## config.mk

```make
export PLATFORM = sky130hd
export DESIGN_NAME = ist_strobe_timing
export DESIGN_NICKNAME = d
export VERILOG_FILES = /design/src/hdl/ist_pkg.sv /design/src/hdl/ist_regmem.sv /design/src/hdl/ist_strobe_timing.sv
export SDC_FILE = /design/constraint.sdc
export NUM_CORES = 1
export LEC_CHECK = 0
export BUFFER_PORTS_ARGS = -buffer_cell sky130_fd_sc_hd__buf_4
export CORE_ASPECT_RATIO = 0.7
export CORE_MARGIN = 3
export CORE_UTILIZATION = 60
export CTS_BUF_LIST = sky130_fd_sc_hd__clkbuf_4
export CTS_CLUSTER_SIZE = 10
export DETAILED_ROUTE_END_ITERATION = 8
export GPL_ROUTABILITY_DRIVEN = 0
export MAX_ROUTING_LAYER = met4
export PLACE_DENSITY = 0.79
export SLEW_MARGIN = 20
export SYNTH_ARGS = -nofsm -noshare
export SYNTH_HDL_FRONTEND = slang
export SYNTH_SLANG_ARGS = --single-unit
```

## constraint.sdc

```tcl
create_clock -name clk -period 3.1 [get_ports clk]
set_clock_uncertainty 0.1 [all_clocks]
set_input_delay 0.62 -clock clk [delete_from_list [all_inputs] [get_ports clk]]
set_output_delay 0.62 -clock clk [all_outputs]
set_load 0.01 [all_outputs]
```

## src/hdl/ist_pkg.sv

```systemverilog
// Constants and types shared by the drive strobe timing block
package ist_pkg;
  localparam int ADDR_W = 9;
  localparam int DATA_W = 8;
  localparam int IDX_W  = 4;
  localparam int MEM_DEPTH = 16;
  localparam int CNT_W  = 5;
  localparam int NUM_CH = 2;

  // Register offsets, primary and secondary channel
  localparam logic [ADDR_W-1:0] OFS_RD_PRI   = 9'h1F0;
  localparam logic [ADDR_W-1:0] OFS_WR_PRI   = 9'h1F1;
  localparam logic [ADDR_W-1:0] OFS_MISC_PRI = 9'h1F6;
  localparam logic [ADDR_W-1:0] OFS_RD_SEC   = 9'h170;
  localparam logic [ADDR_W-1:0] OFS_WR_SEC   = 9'h171;
  localparam logic [ADDR_W-1:0] OFS_MISC_SEC = 9'h176;

  // Field positions
  localparam int CMD_MSB = 7;
  localparam int CMD_LSB = 4;
  localparam int REC_MSB = 3;
  localparam int REC_LSB = 0;
  localparam int RDY_MSB = 3;
  localparam int RDY_LSB = 1;
  localparam int SET_BIT = 0;

  // Code to clock count offsets
  localparam logic [CNT_W-1:0] REC_BIAS = 5'h01;
  localparam logic [CNT_W-1:0] RDY_BIAS = 5'h02;
  localparam logic [CNT_W-1:0] CNT_ONE  = 5'h01;
  localparam logic [CNT_W-1:0] CNT_ZERO = 5'h00;
  localparam logic [CNT_W-1:0] CNT_MAX  = 5'h1F;

  // Storage layout: timing entry {0,chan,set,write}, misc entry {1,0,0,chan}
  localparam logic [IDX_W-1:0] MISC_IDX_BASE = 4'h8;

  localparam logic [DATA_W-1:0] REG_RST  = 8'h00;
  localparam logic [DATA_W-1:0] DATA_ZERO = 8'h00;
  localparam logic [NUM_CH-1:0] STROBE_IDLE = 2'h3;

  typedef enum logic [1:0] {
    IST_IDLE,
    IST_LOAD,
    IST_STROBE,
    IST_RECOVER
  } ist_state_t;
endpackage : ist_pkg

```

## src/hdl/ist_regmem.sv

```systemverilog
// Register storage with one write port and two registered read ports
`timescale 1ns/1ps
module ist_regmem (
  // Clock and reset
  input  wire logic                          clk,
  input  wire logic                          srst,
  // Write port
  input  wire logic                          wr_en,
  input  wire logic [ist_pkg::IDX_W-1:0]     wr_idx,
  input  wire logic [ist_pkg::DATA_W-1:0]    wr_data,
  // Software read port
  input  wire logic                          rd_en_a,
  input  wire logic [ist_pkg::IDX_W-1:0]     rd_idx_a,
  output logic      [ist_pkg::DATA_W-1:0]    rd_data_a,
  // Cycle engine read port
  input  wire logic [ist_pkg::IDX_W-1:0]     rd_idx_b,
  output logic      [ist_pkg::DATA_W-1:0]    rd_data_b
);
  logic [ist_pkg::DATA_W-1:0] mem_ff [ist_pkg::MEM_DEPTH];
  logic [ist_pkg::DATA_W-1:0] nxt_rd_a;
  logic [ist_pkg::DATA_W-1:0] nxt_rd_b;

  // Unmapped or idle reads on the software port return zero so the data lane is clean
  always_comb begin
    nxt_rd_a = rd_en_a ? mem_ff[rd_idx_a] : ist_pkg::DATA_ZERO;
    nxt_rd_b = mem_ff[rd_idx_b];
  end

  for (genvar i = 0; i < ist_pkg::MEM_DEPTH; i++) begin : g_word
    always_ff @(posedge clk) begin
      if (srst) begin
        mem_ff[i] <= ist_pkg::REG_RST;
      end else if (wr_en && wr_idx == (ist_pkg::IDX_W)'(i)) begin
        mem_ff[i] <= wr_data;
      end
    end
  end

  always_ff @(posedge clk) begin
    if (srst) begin
      rd_data_a <= ist_pkg::DATA_ZERO;
      rd_data_b <= ist_pkg::DATA_ZERO;
    end else begin
      rd_data_a <= nxt_rd_a;
      rd_data_b <= nxt_rd_b;
    end
  end
endmodule : ist_regmem

```

## src/hdl/ist_strobe_timing.sv

```systemverilog
// Programmable drive read/write strobe timing for two IDE channels
`timescale 1ns/1ps
module ist_strobe_timing (
  // Clock and reset
  input  wire logic                          clk,
  input  wire logic                          srst,
  // Register port
  input  wire logic [ist_pkg::ADDR_W-1:0]    reg_addr,
  input  wire logic [ist_pkg::DATA_W-1:0]    reg_wdata,
  input  wire logic                          reg_wr,
  input  wire logic                          reg_rd,
  output logic      [ist_pkg::DATA_W-1:0]    reg_rdata,
  // Cycle request
  input  wire logic                          cyc_req,
  input  wire logic                          cyc_write,
  input  wire logic                          cyc_chan,
  input  wire logic                          cyc_set,
  output logic                               cyc_busy_ff,
  output logic                               cyc_done_ff,
  // Drive pins, one per channel
  input  wire logic [ist_pkg::NUM_CH-1:0]    drive_ready_n,
  output logic      [ist_pkg::NUM_CH-1:0]    drive_read_strobe_n_ff,
  output logic      [ist_pkg::NUM_CH-1:0]    drive_write_strobe_n_ff
);
  // Returns {valid, storage index}; timing entries follow the channel's set bit
  function automatic logic [ist_pkg::IDX_W:0] ist_decode(
    input logic [ist_pkg::ADDR_W-1:0] addr,
    input logic [ist_pkg::NUM_CH-1:0] set_sel
  );
    logic [ist_pkg::IDX_W:0] res;
    res = '0;
    case (addr)
      ist_pkg::OFS_RD_PRI:   res = {1'b1, 1'b0, 1'b0, set_sel[0], 1'b0};
      ist_pkg::OFS_WR_PRI:   res = {1'b1, 1'b0, 1'b0, set_sel[0], 1'b1};
      ist_pkg::OFS_RD_SEC:   res = {1'b1, 1'b0, 1'b1, set_sel[1], 1'b0};
      ist_pkg::OFS_WR_SEC:   res = {1'b1, 1'b0, 1'b1, set_sel[1], 1'b1};
      ist_pkg::OFS_MISC_PRI: res = {1'b1, ist_pkg::MISC_IDX_BASE};
      ist_pkg::OFS_MISC_SEC: res = {1'b1, ist_pkg::MISC_IDX_BASE | 4'h1};
      default:               res = '0;
    endcase
    return res;
  endfunction : ist_decode

  logic [ist_pkg::DATA_W-1:0] misc_ff [ist_pkg::NUM_CH];
  logic [ist_pkg::DATA_W-1:0] nxt_misc [ist_pkg::NUM_CH];
  logic [ist_pkg::NUM_CH-1:0] set_sel;
  logic [ist_pkg::IDX_W:0]    wr_dec;
  logic [ist_pkg::IDX_W:0]    rd_dec;
  logic [ist_pkg::IDX_W-1:0]  eng_idx;
  logic [ist_pkg::DATA_W-1:0] eng_data;

  ist_pkg::ist_state_t        state_ff;
  ist_pkg::ist_state_t        nxt_state;
  logic                       chan_ff;
  logic                       nxt_chan;
  logic                       write_ff;
  logic                       nxt_write;
  logic [ist_pkg::CNT_W-1:0]  cnt_ff;
  logic [ist_pkg::CNT_W-1:0]  nxt_cnt;
  logic [ist_pkg::CNT_W-1:0]  rec_ff;
  logic [ist_pkg::CNT_W-1:0]  nxt_rec;
  logic [ist_pkg::CNT_W-1:0]  dly_ff;
  logic [ist_pkg::CNT_W-1:0]  nxt_dly;
  logic [ist_pkg::CNT_W-1:0]  rdy_cnt_ff;
  logic [ist_pkg::CNT_W-1:0]  nxt_rdy_cnt;
  logic                       nxt_busy;
  logic                       nxt_done;
  logic [ist_pkg::NUM_CH-1:0] nxt_rd_n;
  logic [ist_pkg::NUM_CH-1:0] nxt_wr_n;
  logic                       ready_n_sel;
  logic                       ready_ok;

  // Register access decode
  always_comb begin
    for (int c = 0; c < ist_pkg::NUM_CH; c++) begin
      set_sel[c] = misc_ff[c][ist_pkg::SET_BIT];
    end
    wr_dec = ist_decode(reg_addr, set_sel);
    rd_dec = ist_decode(reg_addr, set_sel);
  end

  // Engine reads the entry of the requested channel, set and direction
  assign eng_idx = {1'b0, cyc_chan, cyc_set, cyc_write};

  // Every channel, set and direction has its own storage word
  ist_regmem u_regmem (
    .clk       (clk),
    .srst      (srst),
    .wr_en     (reg_wr & wr_dec[ist_pkg::IDX_W]),
    .wr_idx    (wr_dec[ist_pkg::IDX_W-1:0]),
    .wr_data   (reg_wdata),
    .rd_en_a   (reg_rd & rd_dec[ist_pkg::IDX_W]),
    .rd_idx_a  (rd_dec[ist_pkg::IDX_W-1:0]),
    .rd_data_a (reg_rdata),
    .rd_idx_b  (eng_idx),
    .rd_data_b (eng_data)
  );

  // Misc registers are mirrored here because they steer decode and timing
  always_comb begin
    for (int c = 0; c < ist_pkg::NUM_CH; c++) begin
      nxt_misc[c] = misc_ff[c];
      if (reg_wr && wr_dec == {1'b1, ist_pkg::MISC_IDX_BASE | 4'(c)}) begin
        nxt_misc[c] = reg_wdata;
      end
    end
  end

  always_ff @(posedge clk) begin
    for (int c = 0; c < ist_pkg::NUM_CH; c++) begin
      misc_ff[c] <= srst ? ist_pkg::REG_RST : nxt_misc[c];
    end
  end

  assign ready_n_sel = drive_ready_n[chan_ff];
  assign ready_ok    = ready_n_sel && rdy_cnt_ff == ist_pkg::CNT_ZERO;

  // Cycle engine
  always_comb begin
    nxt_state   = state_ff;
    nxt_chan    = chan_ff;
    nxt_write   = write_ff;
    nxt_cnt     = cnt_ff;
    nxt_rec     = rec_ff;
    nxt_dly     = dly_ff;
    nxt_busy    = cyc_busy_ff;
    nxt_done    = 1'b0;
    // Ready low restarts the delay; it only counts down while ready is high
    if (!ready_n_sel) begin
      nxt_rdy_cnt = dly_ff;
    end else if (rdy_cnt_ff != ist_pkg::CNT_ZERO) begin
      nxt_rdy_cnt = rdy_cnt_ff - ist_pkg::CNT_ONE;
    end else begin
      nxt_rdy_cnt = rdy_cnt_ff;
    end
    case (state_ff)
      ist_pkg::IST_IDLE: begin
        if (cyc_req) begin
          nxt_state = ist_pkg::IST_LOAD;
          nxt_chan  = cyc_chan;
          nxt_write = cyc_write;
          nxt_busy  = 1'b1;
        end
      end
      ist_pkg::IST_LOAD: begin
        // Strobe width at least n+1: low while counting n down to zero, longer if the ready wait runs past it
        nxt_cnt = {1'b0, eng_data[ist_pkg::CMD_MSB:ist_pkg::CMD_LSB]};
        nxt_rec = {1'b0, eng_data[ist_pkg::REC_MSB:ist_pkg::REC_LSB]}
                  + ist_pkg::REC_BIAS;
        nxt_dly = {2'b00, misc_ff[chan_ff][ist_pkg::RDY_MSB:ist_pkg::RDY_LSB]}
                  + ist_pkg::RDY_BIAS;
        nxt_rdy_cnt = nxt_dly;
        nxt_state   = ist_pkg::IST_STROBE;
      end
      ist_pkg::IST_STROBE: begin
        if (cnt_ff != ist_pkg::CNT_ZERO) begin
          nxt_cnt = cnt_ff - ist_pkg::CNT_ONE;
        end else if (ready_ok) begin
          // Recovery starts only after the strobe and the ready wait are done
          nxt_cnt   = rec_ff;
          nxt_state = ist_pkg::IST_RECOVER;
        end
      end
      ist_pkg::IST_RECOVER: begin
        if (cnt_ff != ist_pkg::CNT_ZERO) begin
          nxt_cnt = cnt_ff - ist_pkg::CNT_ONE;
        end else begin
          nxt_state = ist_pkg::IST_IDLE;
          nxt_busy  = 1'b0;
          nxt_done  = 1'b1;
        end
      end
      default: begin
        nxt_state = ist_pkg::IST_IDLE;
        nxt_busy  = 1'b0;
      end
    endcase
  end

  // Strobes follow the next state so the pins and the state change together
  for (genvar c = 0; c < ist_pkg::NUM_CH; c++) begin : g_pin
    always_comb begin
      nxt_rd_n[c] = !(nxt_state == ist_pkg::IST_STROBE && !nxt_write && nxt_chan == c);
      nxt_wr_n[c] = !(nxt_state == ist_pkg::IST_STROBE && nxt_write && nxt_chan == c);
    end
  end

  always_ff @(posedge clk) begin
    if (srst) begin
      state_ff                <= ist_pkg::IST_IDLE;
      chan_ff                 <= 1'b0;
      write_ff                <= 1'b0;
      cnt_ff                  <= ist_pkg::CNT_ZERO;
      rec_ff                  <= ist_pkg::CNT_ZERO;
      dly_ff                  <= ist_pkg::RDY_BIAS;
      rdy_cnt_ff              <= ist_pkg::CNT_ZERO;
      cyc_busy_ff             <= 1'b0;
      cyc_done_ff             <= 1'b0;
      drive_read_strobe_n_ff  <= ist_pkg::STROBE_IDLE;
      drive_write_strobe_n_ff <= ist_pkg::STROBE_IDLE;
    end else begin
      state_ff                <= nxt_state;
      chan_ff                 <= nxt_chan;
      write_ff                <= nxt_write;
      cnt_ff                  <= nxt_cnt;
      rec_ff                  <= nxt_rec;
      dly_ff                  <= nxt_dly;
      rdy_cnt_ff              <= nxt_rdy_cnt;
      cyc_busy_ff             <= nxt_busy;
      cyc_done_ff             <= nxt_done;
      drive_read_strobe_n_ff  <= nxt_rd_n;
      drive_write_strobe_n_ff <= nxt_wr_n;
    end
  end

  // Checking helpers: cycles spent in the current state, cycles ready high
  logic [ist_pkg::CNT_W-1:0] len_ff;
  logic [ist_pkg::CNT_W-1:0] hi_len_ff;
  logic [3:0]                cmd_code_ff;
  logic [3:0]                rec_code_ff;

  always_ff @(posedge clk) begin
    if (srst || nxt_state != state_ff) begin
      len_ff <= ist_pkg::CNT_ZERO;
    end else if (len_ff != ist_pkg::CNT_MAX) begin
      len_ff <= len_ff + ist_pkg::CNT_ONE;
    end
    if (srst || !ready_n_sel) begin
      hi_len_ff <= ist_pkg::CNT_ZERO;
    end else if (hi_len_ff != ist_pkg::CNT_MAX) begin
      hi_len_ff <= hi_len_ff + ist_pkg::CNT_ONE;
    end
    if (state_ff == ist_pkg::IST_LOAD) begin
      cmd_code_ff <= eng_data[ist_pkg::CMD_MSB:ist_pkg::CMD_LSB];
      rec_code_ff <= eng_data[ist_pkg::REC_MSB:ist_pkg::REC_LSB];
    end
  end

  ready_delay_code_a: assert property (
    @(posedge clk) disable iff (srst)
    state_ff == ist_pkg::IST_LOAD |=>
      dly_ff == 5'({2'b00, $past(misc_ff[chan_ff][3:1])} + 5'h02))
    else $error("ready delay is not code plus two");

  ready_hold_a: assert property (
    @(posedge clk) disable iff (srst)
    (state_ff == ist_pkg::IST_STROBE && nxt_state == ist_pkg::IST_RECOVER) |->
      (hi_len_ff >= dly_ff && ready_n_sel))
    else $error("strobe ended too soon after drive ready");

  read_width_a: assert property (
    @(posedge clk) disable iff (srst)
    ($rose(drive_read_strobe_n_ff[chan_ff]) && !write_ff) |->
      $past(len_ff) >= {1'b0, cmd_code_ff})
    else $error("read strobe shorter than programmed");

  write_width_a: assert property (
    @(posedge clk) disable iff (srst)
    ($rose(drive_write_strobe_n_ff[chan_ff]) && write_ff) |->
      $past(len_ff) >= {1'b0, cmd_code_ff})
    else $error("write strobe shorter than programmed");

  read_recovery_a: assert property (
    @(posedge clk) disable iff (srst)
    (state_ff == ist_pkg::IST_RECOVER && nxt_state == ist_pkg::IST_IDLE && !write_ff) |->
      len_ff == 5'({1'b0, rec_code_ff} + 5'h01) ##1 cyc_done_ff)
    else $error("read recovery length wrong");

  write_recovery_a: assert property (
    @(posedge clk) disable iff (srst)
    (state_ff == ist_pkg::IST_RECOVER && nxt_state == ist_pkg::IST_IDLE && write_ff) |->
      len_ff == 5'({1'b0, rec_code_ff} + 5'h01) ##1 cyc_done_ff)
    else $error("write recovery length wrong");

  channel_isolation_a: assert property (
    @(posedge clk) disable iff (srst)
    cyc_busy_ff |-> (drive_read_strobe_n_ff[!chan_ff] && drive_write_strobe_n_ff[!chan_ff]))
    else $error("idle channel strobe moved");

  set_select_a: assert property (
    @(posedge clk) disable iff (srst)
    (reg_wr && wr_dec[ist_pkg::IDX_W] && !wr_dec[3]) |->
      wr_dec[1] == misc_ff[wr_dec[2]][0])
    else $error("timing write reached the wrong set");

  phase_order_a: assert property (
    @(posedge clk) disable iff (srst)
    (!(&drive_read_strobe_n_ff) || !(&drive_write_strobe_n_ff)) |->
      state_ff == ist_pkg::IST_STROBE && cyc_busy_ff && !cyc_done_ff)
    else $error("strobe active outside its phase");
endmodule : ist_strobe_timing

```

; ---- Word-level counts from Yosys, hierarchy flattened
; Memories as Yosys holds them, arrays and structs flattened. A register that Yosys moved wholly into a read port is not among the register bits.
; Cells that the tools add are included.
[totals]
mem_bits_rw = 144
wordCells = 206
regBits = 30
mem_count = 2
[mem_list]
columns = name, words, width, rd, rd_ports_with_merged_regs, wr, line_no
row1 = u_regmem.mem_ff, 16, 8, 2, 2, 16, ist_regmem.sv:19  ; logic [ist_pkg::DATA_W-1:0] mem_ff [ist_pkg::MEM_DEPTH];
row2 = misc_ff, 2, 8, 3, 1, 2, ist_strobe_timing.sv:44  ; logic [ist_pkg::DATA_W-1:0] misc_ff [ist_pkg::NUM_CH];
[op_classes]
addsub = 4
eq_ne = 32
reduce_logical = 41
bitwise = 21
muxes = 94
n_lt_le_gt_ge = 1
[ops]
columns = operator, count
row1 = 8-bit two-way mux, 20
row2 = 1-bit two-way mux, 60
row3 = 9-bit equality test (second input constant), 6
row4 = 4-bit equality test (second input constant), 8
row5 = 5-bit two-way mux, 6
row6 = 5-bit case mux with 6 select lines, 1
row7 = 1-bit logical AND, 25
row8 = 4-bit by 3-bit equality test with 1-bit output (second input constant), 4
row9 = 1-bit OR, 16
row10 = 5-bit case mux with 3 select lines, 1
row11 = 5-bit equality test (second input constant), 2
row12 = 5-bit nonzero test, 2
row13 = 5-bit by 1-bit subtractor with 5-bit output (second input constant), 2
row14 = 4-bit by 2-bit equality test with 1-bit output (second input constant), 2
row15 = 2-bit two-way mux, 4
row16 = 2-bit case mux with 4 select lines, 1
row17 = 2-bit equality test (second input constant), 3
row18 = 2-bit inequality test (second input constant), 3
row19 = 3-bit AND reduction, 2
row20 = 4-bit by 1-bit adder with 5-bit output (second input constant), 1
row21 = 1-bit logical NOT, 5
row22 = 5-bit logical NOT, 1
row23 = 3-bit by 2-bit adder with 4-bit output (second input constant), 1
row24 = 4-bit by 1-bit equality test with 1-bit output (second input constant), 1
row25 = 12 further kinds, 16

; ---- Depth between registers and ports, before layout
[depth]
ltp_word = 10
mapped_depth = 9
ltp_nobuf = 8

; ---- Modules after synthesis
; A second synthesis with hierarchy kept.
[hier_totals]
cells_unflattened = 780
hier_area_um2 = 9459.1
[modules_own_cells]
columns = module, instances, cells_per_inst, area_per_inst_um2
row1 = ist_regmem, 1, 564, 7608.5
row2 = ist_strobe_timing, 1, 216, 1850.5

; ---- Least setup slack after synthesis
; OpenSTA, ideal clock, no wires.
[synth_path]
path_kind = input port to flip-flop
from = in reg_addr[2] (netlist bit)
to = mem u_regmem.mem_ff[2][0] (netlist bit), enable pin
t_required_ps = 2625
n_path_buf = 2
setup_slack_ps = 666
arrival_ps = 1959
setup_time_ps = 375
path_stages = 6
cell_sequence = buf_4 -> nor4bb_4 -> and2_4 -> buf_8 -> nand2_1 -> o21bai_1
[synth_lines]
columns = item, line_no
row1 = from (decl), ist_strobe_timing.sv:8  ; input wire logic [ist_pkg::ADDR_W-1:0] reg_addr,
row2 = to (decl), ist_regmem.sv:19

==> reports/qor.yml <==
clock_tree:
  clockBufferDepth: 2
  cts_tree: "done"
  path_clk_slew_ps: 130
  ctsResizeCount: 0
  cts_buffers: 17
  clock_sinks: 143
  cts_max_level: 4
  cts-root-buf: "clkbuf_4"
  postCtsSetupBuffers: 0
  hold_buffers: 0
  insertion_delay_ps: 540
drt:
  ant_nets: 0
  firstDrtPassIters: 7
  wl_um: 18700
  remaining_drc_errors: 0
  detail_route.wl_per_cell_um: 23.00
  dr.first_iter.drc_count: 916
  vias: 5357
  viasPerCell: 6.589
floorplan:
  coreArea_sq_um: 11210
  dieArea_sq_um: 13070
  rows: 32
  die_h_um: 96.56
  start_util_pct: 62.70
  die_w_um: 135.4
  ioPinCount: 41
synthesis:
  synth_flop_cell: "edfxtp_1"
  async_flop_share_pct: 0
  ys_warn_count: 0
  ys_seq_elements: 143
  syn-cell-area_sq_um: 7029
  ys_seq_area_share_pct: 53.54
  synth_edf_count: 90
  yosys-top-cells-area: "edfxtp_1, dfxtp_1, and2_1"
  synth-compound-area-share_pct: 11.55
  synth_top_area_cell: "edfxtp_1"
  synth-xor-area-share_pct: 0.8722
  synthAdderAreaFrac_pct: 0.8900
  muxShareOfSynthArea_pct: 9.203
  yosys.area_share.simple_pct: 20.56
  synth.distinct_cells: 72
  synth_top_area_share_pct: 38.45
  synth_top_family_by_area: "simple AND/OR/NAND/NOR gates"
  syn_avg_cell_area_sq_um: 11.66
  synth_cells: 603
timing:
  slew_headroom_pct: 42.99
  fin_crit_sh_pct: 86.25
  hold_viol: 0
  fmax_mhz: 374.0
  worst_slew_pin_slew_ps: 851.9
  rsz0062_at_grt: "false"
  slew_viol_final: 0
  setup_tns_ps: 0
  hold_ws_ps: 322.8
  final.min_clock_period_ps: 2674
  setup_viol: 0
outcome:
  status: "completed"
final_layout:
  layout_common_cells: "edfxtp_1, and2_1, nor2_1, buf_4, dfxtp_1"
  fin_util_pct: 68.82
  final_cells: 813
  drive_above_1_share_pct: 19.85
  n_fill_cell: 860
  nNetsFinal: 679
  diodes: 0
  layout_commonest_cell: "edfxtp_1"
  syn_to_final_growth_pct: 9.754
power_and_ir_drop:
  p_leak_nw: 2.895
  finalPower_mw: 3.809
  powerDensity_nw_per_um2: 493.7
  ir_drop_v: 0.0003033
global_routing:
  grt_pass1_vias: 4932
  grt_max_degree: 33
  globalRouteMet2Util_pct: 41.97
  track_usage_pct: 30.88
  use_met3_pct: 10.56
  busiest_layer: "met1"
  grt.met1_usage_pct: 44.57
  grt_pass1_wl_um: 28590
  grt_antenna_before_repair: 0
  overflow: 0
place:
  dpl.hpwl_um: 13720
  place_inst: 781
  io_buffers: 40
worst_setup_path:
  cp_slowest_cell: "nor2_1"
  cp_slowest_stage_delay_ps: 710
  critPathLaunchType: "flip-flop"
  criticalPathCategory: "reg2reg"
  critical_path_buf_inv_count: 1
  required_ps: 3240
  path_cells: "mux2i_1, nor2_1, nand2_1, o21bai_1, buf_4"
  crit_fanout: 10
  crit_family: "simple AND/OR/NAND/NOR gates"
  critPathArrivalTime_ps: 2820
  endpoint_kind: "flip-flop"
min_path:
  min_path_type: "in2reg"
run:
  max-cap-violations: 0
==> cells in the mapped netlist, drive strengths merged, types with 3 or more instances <==
library cell   n
a22o          10
nand2b         6
and2          84
a22oi          5
o221ai         3
nor3b          6
a32o           5
clkbuf        19
nand2         35
a32oi          7
mux2i         20
nand3b         4
mux4          16
o21ai          4
or3            6
inv            7
xor2           4
a21o           5
nand4          3
xnor2          3
a41o           3
and3           5
nor2          59
nand3         15
a221oi        11
ha             5
buf           20
a21oi         24
nor3          12
a31oi          4
mux2           7
edfxtp        90
a211oi        11
o211ai         3
dfxtp         53
nor2b          7
==> power by group <==
| group | switching, mW | internal (mW) | leakage, nW |
|---|---|---|---|
| sequential | 0.0728 | 2.12 | 1.32 |
| clock | 0.696 | 0.419 | 0.146 |
| combinational | 0.299 | 0.205 | 1.43 |
==> layout make-up <==
type	instances	area [sq um]	area share (%)
multi-input combinational	423	3065	39.73
clock buffer	19	142.6	1.849
tap	153	191.4	2.481
timing repair buffer	55	412.9	5.352
inverter	7	26.28	0.3406
sequential	143	3764	48.78
clock inverter	13	112.6	1.460
==> per-stage QoR <==
stage          setup WS, ps  cell area [sq um]
2_1_floorplan         666.2               7063
3_3_place_gp          420.4               7460
3_5_place_dp          362.8               7460
4_1_cts               625.1               7715
5_1_grt               411.4               7715
6_report              426.3               7715
==> flip-flops by register name, indices dropped and copies added, names as in the netlist <==
name / flops
chan_ff: 1
cnt_ff: 5
drive_write_strobe_n_ff: 2
drive_read_strobe_n_ff: 2
rdy_cnt_ff: 5
u_regmem.rd_data_b: 8
write_ff: 1
cyc_done_ff: 1
state_ff: 2
cyc_busy_ff: 1
dly_ff: 4
rec_ff: 5
u_regmem.rd_data_a: 8
u_regmem.mem_ff: 90
misc_ff: 8
==> metal layers <==
layer / vias up / part of all wire [%]
li1: 2320 / -
met1: 2532 / 42
met2: 442 / 41
met3: 63 / 15
met4: 0 / 2.3
met5: - / 0
==> kinds of logic (layout without fill, tap and decap cells) <==
group,after synthesis,in the layout
compound gates,105,105
xor+xnor,7,7
fa+ha+maj,5,5
buf+inv,46,94
flops,143,143
mux,43,43
other cells,1,10
simple gates,253,253
==> worst paths after layout <==
check	slack [ps]	cells past startpoint	end	start
max	430	5	u_regmem.mem_ff[2][3]$_SDFFCE_PN0P_	misc_ff[0][0]$_SDFFE_PP0P_
min	320	2	misc_ff[0][0]$_SDFFE_PP0P_	reg_wdata[0]
max reg2reg	430	5	u_regmem.mem_ff[2][3]$_SDFFCE_PN0P_	misc_ff[0][0]$_SDFFE_PP0P_
min reg2reg	370	2	dly_ff[2]$_SDFFE_PP0P_	dly_ff[2]$_SDFFE_PP0P_
(Power assumes the default switching activity.)
